## src/pkg/mdu_defines.svh

```systemverilog
`ifndef MDU_DEFINES_SVH
`define MDU_DEFINES_SVH

// ************************************************************
// register offsets on the special function register bus
// ************************************************************
`define MDU_ADDR_BYTE0 8'hE9
`define MDU_ADDR_BYTE1 8'hEA
`define MDU_ADDR_BYTE2 8'hEB
`define MDU_ADDR_BYTE3 8'hEC
`define MDU_ADDR_BYTE4 8'hED
`define MDU_ADDR_BYTE5 8'hEE
`define MDU_ADDR_CTRL 8'hEF

// ************************************************************
// control/status fields and reset values
// ************************************************************
`define MDU_CTRL_ERR_BIT 7
`define MDU_CTRL_OV_BIT 6
`define MDU_CTRL_DIR_BIT 5
`define MDU_CTRL_CNT_MSB 4
`define MDU_CTRL_RESET 8'h00
`define MDU_BYTE_RESET 8'h00

// ************************************************************
// execution lengths in core clock cycles
// ************************************************************
`define MDU_CYC_DIV32 5'h11
`define MDU_CYC_DIV16 5'h09
`define MDU_CYC_MUL 5'h0B
`define MDU_CYC_SHIFT_MIN 5'h03
`define MDU_CYC_NORM_MIN 5'h04
`define MDU_CYC_NORM_MAX 5'h13

`endif

```

## src/pkg/mdu_pkg.sv

```systemverilog
`default_nettype none

package mdu_pkg;

	typedef enum logic [2:0] {
		op_none,
		op_div32,
		op_div16,
		op_mul,
		op_shift,
		op_norm
	} op_t;

	typedef struct packed {
		logic [5:0][7:0] md;
		logic err;
		logic ov;
		logic dir;
		logic [4:0] cnt;
		logic armed;
		logic busy;
		op_t op;
		logic [4:0] left;
		logic seen23;
		logic last_mul;
		logic [7:0] rdata;
	} state_t;

endpackage

`default_nettype wire

```

## src/design/mul_div_unit.sv

```systemverilog
`timescale 1ns/100ps
`default_nettype none

module mul_div_unit (
	input wire mdu_pkg::op_t op_in,
	input wire logic [47:0] md_in,
	output logic [47:0] md_out,
	output logic ov_out
);

	logic [31:0] dividend32;
	logic [15:0] divisor;
	logic [31:0] product;

	// unsigned operands only; the bytes are overwritten by the results
	assign dividend32 = md_in[31:0];
	assign divisor = md_in[47:32];
	assign product = {16'h0000, md_in[15:0]} * {16'h0000, divisor};

	always_comb begin
		md_out = md_in;
		ov_out = 1'b0;
		unique case (op_in)
			mdu_pkg::op_div32: begin
				if (divisor == 16'h0000) begin
					ov_out = 1'b1;
					md_out[31:0] = 32'hFFFFFFFF;
					md_out[47:32] = dividend32[15:0];
				end else begin
					md_out[31:0] = dividend32 / {16'h0000, divisor};
					md_out[47:32] = 16'(dividend32 % {16'h0000, divisor});
				end
			end
			mdu_pkg::op_div16: begin
				if (divisor == 16'h0000) begin
					ov_out = 1'b1;
					md_out[15:0] = 16'hFFFF;
					md_out[47:32] = md_in[15:0];
				end else begin
					md_out[15:0] = md_in[15:0] / divisor;
					md_out[47:32] = md_in[15:0] % divisor;
				end
			end
			mdu_pkg::op_mul: begin
				md_out[31:0] = product;
				ov_out = (product[31:16] != 16'h0000);
			end
			default: begin
				md_out = md_in;
			end
		endcase
	end

endmodule // mul_div_unit

`default_nettype wire

```

## src/design/shift_norm_unit.sv

```systemverilog
`timescale 1ns/100ps
`default_nettype none

module shift_norm_unit (
	input wire logic [31:0] value_in,
	input wire logic dir_in,
	input wire logic [4:0] count_in,
	output logic [31:0] value_out,
	output logic [4:0] lead_zero_out,
	output logic top_set_out
);

	logic [4:0] lz;

	// a zero value saturates at the largest count the field can hold
	always_comb begin
		lz = 5'h1F;
		for (int i = 0; i < 32; i++) begin
			if (value_in[i]) begin
				lz = 5'(31 - i);
			end
		end
	end

	always_comb begin
		if (count_in == 5'h00) begin
			value_out = value_in << lz;
		end else if (dir_in) begin
			value_out = value_in >> count_in;
		end else begin
			value_out = value_in << count_in;
		end
	end

	assign lead_zero_out = lz;
	assign top_set_out = value_in[31];

endmodule // shift_norm_unit

`default_nettype wire

```

## src/design/arith_coprocessor.sv

```systemverilog
// Notes on behaviour
// - operation starts on operand_byte5 write, or control write for shift/normalize
// - byte2 or byte3 written between byte0 and byte5 selects 32/16 division
// - otherwise last of byte4 (16/16 divide) or byte1 (16x16 multiply) decides
// - control bit 5 picks shift direction: 0 left, 1 right
// - count field bits 4..0: zero means normalize, nonzero shifts that many places
// - 32/16 divide takes 17 cycles, 16/16 divide 9, multiply 11
// - shift takes 3 to 18 cycles, normalize 4 to 19, scaling with count
// - execution runs alone; the core is never stalled
// - result bytes read in any order; reading byte5 (divide) or byte3 (other operations) ends the job
// - normalize shifts left until byte3 top bit is one, stores shift count
// - shifts bring zeros in at byte3 top or byte0 bottom
// - error detection arms on byte0 write, disarms on final result read
// - any operand or control write during execution sets the error flag
// - operand read during armed execution sets error; calculation still completes
// - error flag is read only and clears only on control register read
// - overflow on divide by zero, product above FFFFh, normalize of top-set value
// - other operations clear overflow; core writes never touch it
// - all arithmetic is unsigned
// - results overwrite the operand bytes
`timescale 1ns/100ps
`default_nettype none
`include "mdu_defines.svh"

module arith_coprocessor (
	input wire logic ref_clk_in,
	input wire logic rst_in,
	input wire logic ce_in,
	input wire logic [7:0] sfr_addr_in,
	input wire logic sfr_wr_in,
	input wire logic sfr_rd_in,
	input wire logic [7:0] sfr_wdata_in,
	output logic [7:0] sfr_rdata_out,
	output logic busy_out
);

	// ************************************************************
	// state and decode
	// ************************************************************
	mdu_pkg::state_t st;
	mdu_pkg::state_t next_st;

	logic is_md;
	logic is_ctrl;
	logic [2:0] idx;
	logic [47:0] md_res;
	logic md_ov;
	logic [31:0] sn_value;
	logic [4:0] sn_lz;
	logic sn_top;
	logic [4:0] shift_cycles;
	logic [4:0] norm_cycles;
	logic [4:0] run_cnt;

	assign is_md = (sfr_addr_in >= `MDU_ADDR_BYTE0) && (sfr_addr_in <= `MDU_ADDR_BYTE5);
	assign is_ctrl = (sfr_addr_in == `MDU_ADDR_CTRL);
	assign idx = 3'(sfr_addr_in - `MDU_ADDR_BYTE0);

	// ************************************************************
	// arithmetic datapaths
	// ************************************************************
	mul_div_unit u_mul_div (
		.op_in(st.op),
		.md_in(st.md),
		.md_out(md_res),
		.ov_out(md_ov)
	);

	shift_norm_unit u_shift_norm (
		.value_in(st.md[3:0]),
		.dir_in(st.dir),
		.count_in(st.cnt),
		.value_out(sn_value),
		.lead_zero_out(sn_lz),
		.top_set_out(sn_top)
	);

	// the length follows the count; normalize length depends on the value already held
	assign shift_cycles = `MDU_CYC_SHIFT_MIN + ((sfr_wdata_in[4:0] - 5'h01) >> 1);
	assign norm_cycles = (sn_lz == 5'h00) ? `MDU_CYC_NORM_MIN :
		(`MDU_CYC_NORM_MIN + ((sn_lz - 5'h01) >> 1));

	// ************************************************************
	// next state
	// ************************************************************
	always_comb begin
		next_st = st;

		// error flag clears on control read; any set further down wins
		if (sfr_rd_in && is_ctrl) begin
			next_st.err = 1'b0;
		end

		// execution countdown, independent of the core
		if (st.busy) begin
			if (st.left == 5'h00) begin
				next_st.busy = 1'b0;
				unique case (st.op)
					mdu_pkg::op_div32, mdu_pkg::op_div16, mdu_pkg::op_mul: begin
						next_st.md = md_res;
						next_st.ov = md_ov;
					end
					mdu_pkg::op_shift: begin
						next_st.md[3:0] = sn_value;
						next_st.ov = 1'b0;
					end
					mdu_pkg::op_norm: begin
						next_st.md[3:0] = sn_value;
						next_st.cnt = sn_lz;
						next_st.ov = sn_top;
					end
					mdu_pkg::op_none: begin
						next_st.busy = 1'b0;
					end
				endcase
			end else begin
				next_st.left = st.left - 5'h01;
			end
		end

		// operand byte writes steer the operation choice
		if (sfr_wr_in && is_md) begin
			next_st.md[idx] = sfr_wdata_in;
			if (st.busy) begin
				next_st.err = 1'b1;
			end
			unique case (idx)
				3'h0: begin
					next_st.armed = 1'b1;
					next_st.seen23 = 1'b0;
					next_st.last_mul = 1'b0;
				end
				3'h1: begin
					next_st.last_mul = 1'b1;
				end
				3'h2, 3'h3: begin
					next_st.seen23 = 1'b1;
				end
				3'h4: begin
					next_st.last_mul = 1'b0;
				end
				3'h5: begin
					next_st.busy = 1'b1;
					if (st.seen23) begin
						next_st.op = mdu_pkg::op_div32;
						next_st.left = `MDU_CYC_DIV32 - 5'h01;
					end else if (st.last_mul) begin
						next_st.op = mdu_pkg::op_mul;
						next_st.left = `MDU_CYC_MUL - 5'h01;
					end else begin
						next_st.op = mdu_pkg::op_div16;
						next_st.left = `MDU_CYC_DIV16 - 5'h01;
					end
				end
				default: begin
					next_st.seen23 = st.seen23;
				end
			endcase
		end

		// control write: direction and count only, both flags stay hardware owned
		if (sfr_wr_in && is_ctrl) begin
			next_st.dir = sfr_wdata_in[`MDU_CTRL_DIR_BIT];
			next_st.cnt = sfr_wdata_in[`MDU_CTRL_CNT_MSB:0];
			next_st.busy = 1'b1;
			if (st.busy) begin
				next_st.err = 1'b1;
			end
			if (sfr_wdata_in[`MDU_CTRL_CNT_MSB:0] == 5'h00) begin
				next_st.op = mdu_pkg::op_norm;
				next_st.left = norm_cycles - 5'h01;
			end else begin
				next_st.op = mdu_pkg::op_shift;
				next_st.left = shift_cycles - 5'h01;
			end
		end

		// reads: data is registered one cycle behind the strobe
		if (sfr_rd_in) begin
			if (is_md) begin
				next_st.rdata = st.md[idx];
				if (st.busy && st.armed) begin
					next_st.err = 1'b1;
				end
				if (!st.busy && st.armed) begin
					unique case (st.op)
						mdu_pkg::op_div32, mdu_pkg::op_div16: begin
							if (idx == 3'h5) begin
								next_st.armed = 1'b0;
							end
						end
						mdu_pkg::op_mul, mdu_pkg::op_shift, mdu_pkg::op_norm: begin
							if (idx == 3'h3) begin
								next_st.armed = 1'b0;
							end
						end
						mdu_pkg::op_none: begin
							next_st.armed = st.armed;
						end
					endcase
				end
			end else if (is_ctrl) begin
				next_st.rdata = {st.err, st.ov, st.dir, st.cnt};
			end else begin
				next_st.rdata = 8'h00;
			end
		end
	end

	// ************************************************************
	// state register
	// ************************************************************
	always_ff @(posedge ref_clk_in or posedge rst_in) begin
		if (rst_in) begin
			st <= '0;
		end else if (ce_in) begin
			st <= next_st;
		end
	end

	assign sfr_rdata_out = st.rdata;
	assign busy_out = st.busy;

	// ************************************************************
	// checks
	// ************************************************************
	always_ff @(posedge ref_clk_in or posedge rst_in) begin
		if (rst_in) begin
			run_cnt <= 5'h00;
		end else if (ce_in) begin
			// a restart begins a fresh count, so lengths are measured from the last start
			if (sfr_wr_in && (sfr_addr_in == `MDU_ADDR_BYTE5 || is_ctrl)) begin
				run_cnt <= 5'h00;
			end else begin
				run_cnt <= st.busy ? (run_cnt + 5'h01) : 5'h00;
			end
		end
	end
endmodule // arith_coprocessor

`default_nettype wire

```

## config.mk

```make
export PLATFORM = sky130hd
export DESIGN_NAME = arith_coprocessor
export DESIGN_NICKNAME = d
export VERILOG_FILES = /design/src/pkg/mdu_pkg.sv /design/src/design/mul_div_unit.sv /design/src/design/shift_norm_unit.sv /design/src/design/arith_coprocessor.sv
export VERILOG_INCLUDE_DIRS = /design/src /design/src/pkg
export SDC_FILE = /design/constraint.sdc
export NUM_CORES = 2
export LEC_CHECK = 0
export BUFFER_PORTS_ARGS = -buffer_cell sky130_fd_sc_hd__buf_4
export CORE_MARGIN = 5
export CORE_UTILIZATION = 40
export DETAILED_ROUTE_END_ITERATION = 16
export PLACE_DENSITY_LB_ADDON = 0.05
export RECOVER_POWER = 50
export SLEW_MARGIN = 25
export SYNTH_ARGS = -nofsm -noshare
export SYNTH_HDL_FRONTEND = slang
export SYNTH_SLANG_ARGS = --single-unit
```

## constraint.sdc

```tcl
create_clock -name ref_clk_in -period 138.1 [get_ports ref_clk_in]
set_clock_uncertainty 0.05 [all_clocks]
set_input_delay 0 -clock ref_clk_in [delete_from_list [all_inputs] [get_ports ref_clk_in]]
set_output_delay 0 -clock ref_clk_in [all_outputs]
set_load 0.01 [all_outputs]
```

==> run summary <==
After the first detailed-routing iteration, the DRC count stood at 4805. The final period demand of the worst path came out at 99.72 ns. Cell at the slowest stage of the critical path: and2_1. Ratio of routed vias to standard cells: 6.24.

The cell that appears most often on the critical path is o21a_1. In the global route stage, overall resource usage came out at 31.1%. The run gives 0 as the remaining antenna violation count after routing. The run gives 14500 um as the detailed-routed wire length on met3. The via count of the first global-routing pass was 46343. The async set-reset flop share out of synthesis came out at 100%. The critical path data arrival time was 99.88 ns. After detailed routing, no signal wire sits above met5. The die is 351 um tall. After synthesis, flip-flops and latches occupy 4.10% of the total area.

Sort of element at the end of the critical path: a flop. The number of warning messages in the yosys log is 0, and the area share of the largest cell type after synthesis is 17.4%. The worst stage delay on the critical path was 0.75 ns; the transition at the pin with the smallest max-transition slack was 4.43 ns.

The netlist uses 125 different library cells. In the final layout, the share of cells above drive strength 1 is 7.49%. The pin count of the biggest net entering global routing came out at 97. The congestion estimate from routability-driven global placement came to 0.997.

The total overflow left after global routing is 0. The final reports fail on capacitance limit, slew limit. Counting every net in the synthesized netlist gives 7405.

In the routed design, unresolved DRC markers number 0. The synthesized design spends more area on one cell type than any other, namely ha_1. The run gives 2 as the buffer depth of the longest clock path. Based on the critical path, the design can be clocked at up to 10.0 MHz.

In the layout the commonest cells are nor2_1 (710), nand2_1 (662), ha_1 (646). The cell family contributing the most delay on the critical path is compound AO/OA/AOI/OAI gates. In the final design database the tool counted 7238 nets. Summing over every cut layer, the via total after detailed routing is 49375.

The average instance area after synthesis works out to 7.09 um^2. The flow ran to the end, but the final reports show violations. STA puts the critical path data required time at 138.26 ns. The initial utilization of the core area, before any placement, comes to 40.1%.

The highest net fanout along the worst path was 37. The tools report the least setup slack across all paths after layout as 38.38 ns. The total clock buffers created by CTS came out at 9. The post-DP HPWL is 153000 um. The H-tree generated during clock tree synthesis spans 3 levels. The path type of the worst min-delay path was input pin to flop. The most used flip-flop cell after synthesis is dfrtp_1. Setup repair after global routing left no endpoint under its margin. The die covers 0.123 mm^2. For the first-pass detailed-route iteration total, the log shows 6. The leading cell type in the layout, fill and taps excluded was nor2_1. The logs give 0 for the number of setup violations in the final report and 76 for the clock net sink count.

The combined buffer and inverter count along the critical path came out at 21. Synthesis produced a netlist whose cell count is 6542. After routing, the total negative slack on setup checks comes to 0 ns. The global-route wire length before repair was 295000 um; the number of enable flip-flop cells after synthesis was 0. The die is 351 um wide. For the routed length on met2, the log shows 85800 um.

Summing every instance area after synthesis gives 0.0464 mm^2. After detailed routing, the average wire length per cell comes to 25.0 um. OpenSTA, run right after detailed placement, puts the worst setup slack at 39.00 ns.

The clock transition at the register clock pins on the worst setup and hold paths after CTS was 0.07 ns; the flip-flop and latch count after synthesis was 76. The detailed-route wire length on metal 1 was 89100 um; the standard cell area after detailed placement was 0.0483 mm^2. Number of max-cap violations: 1. The run gives 12316 as the layout filler cell count. In this run the tightest slew margin relative to its limit is -195%.

Type of the setup path with the least slack: flop to flop. The post-route clock period utilization works out to 72.2%. The initial antenna violation count was 14; the core outline area was 0.116 mm^2. The kind of start point of the critical path was a flop. By area the synthesized netlist is led by ha_1 (17%), fa_1 (8.5%), nor2_1 (5.8%). For this block, the routed nets add up to 198000 um of wire.

The number of input and output port buffers inserted was 29. The area growth from synthesis to layout is 4.77%, and the final cell utilization of the core is 42.0%. The row count was 125.

TritonCTS built the clock tree. Clock tree synthesis selected as its root buffer the cell clkbuf_16. Top-level port count: 30. The run gives 0 as the final hold violation count. After routing the design area is 0.0486 mm^2. Clock latency on the worst-skew pair, taken at its later pin, is 0.38 ns. The number of max-slew violations in the final report is 68.
[registers in the layout, indices dropped and copies added (netlist names)]
signal         flops
busy_out           1
st                67
sfr_rdata_out      8
[stage by stage]
step           cells  hold slack, ns
2_1_floorplan   6542           0.100
5_1_grt         7904          0.0111
3_3_place_gp    7884          -0.101
6_report        7908          0.0271
4_1_cts         7903         0.00196
3_5_place_dp    7884          -0.105
[layer usage]
layer  up-vias  track usage, %
li1      23525               -
met1     23592            42.8
met2      1864            49.3
met3       388            5.10
met4         6            10.5
met5         -           0.275
[Yosys cell counts (16+ instances only)]
master    count
a211oi_1     72
a21boi_0     19
a21o_1      140
a21oi_1     435
a221oi_1     27
a22oi_1      17
a31oi_1      54
and2_1       54
and3_1       28
and4_1       16
buf_1        33
buf_2        22
clkbuf_1    292
dfrtp_1      76
fa_1        196
ha_1        646
inv_1       355
mux2_2       93
mux2i_1     156
nand2_1     662
nand2b_1     67
nand3_1     110
nand4_1      44
nor2_1      718
nor2b_1      51
nor3_1      370
nor4_1       37
o211ai_1     77
o21a_1      308
o21ai_0     395
o21ai_1      23
o21bai_1     27
o221ai_1     21
o22ai_1      35
o31ai_1     174
or2_2        73
or3_1        46
xnor2_1     169
xor2_1       73
[worst paths after layout]
path	from	end	depth (start not counted)	slack [ns]
worst max-delay path	st[74]$_DFFE_PP0P_	st[69]$_DFFE_PP0P_	430	38.38
worst min-delay path	sfr_wdata_in[7]	st[35]$_DFFE_PP0P_	3	0.03
worst max register to register	st[74]$_DFFE_PP0P_	st[69]$_DFFE_PP0P_	430	38.38
worst min register to register	st[20]$_DFFE_PP0P_	st[20]$_DFFE_PP0P_	2	0.46
max in group asynchronous	rst_in	st[24]$_DFFE_PP0P_	4	132.84
min in group asynchronous	rst_in	sfr_rdata_out[3]$_DFFE_PP0P_	3	0.20
[worst register-to-register path, delay by kind of cell, from the launching register on]
family                     cells  cell delay, ns
AOI/OAI and AO/OA            268           57.98
adders and majority gates     31            9.51
buffers and inverters         21            4.89
DFF                            1            0.54
muxes                         14            4.15
and+or+nand+nor               96           22.44
[area by class of cell]
| cell class | count | area [um^2] | area share (%) |
|---|---|---|---|
| clock inverters | 4 | 51.3 | 0.106 |
| repair buffers | 185 | 1370 | 2.81 |
| well taps | 1524 | 1910 | 3.92 |
| clock buffers | 11 | 233 | 0.479 |
| inverters | 371 | 1400 | 2.87 |
| multi-input cells | 5732 | 41700 | 85.9 |
| flip-flops and latches | 76 | 1900 | 3.92 |
| diodes | 5 | 12.5 | 0.0257 |
[logic make-up (layout without fill, tap and decap cells)]
logic type / after synthesis / after routing / synth area share (%)
adders and majority gates: 842 / 842 / 25.9
AOI/OAI and AO/OA: 2013 / 2013 / 28.8
buffers and inverters: 734 / 571 / 6.16
xor gates and xnor gates: 242 / 242 / 4.57
DFF: 76 / 76 / 4.10
other: 0 / 5 / 0
and+or+nand+nor: 2367 / 2367 / 24.0
muxes: 268 / 268 / 6.43
[repair_timing]
action | CTS | global route
setup buffers | 0 | 0
resized for setup | 0 | 0
hold buffers | 4 | 0
hold endpoints to repair | 12 | 0
Power is left out: the tool's default activity adds up to more than one toggle a clock period on the data nets, which glitch-free logic cannot reach.
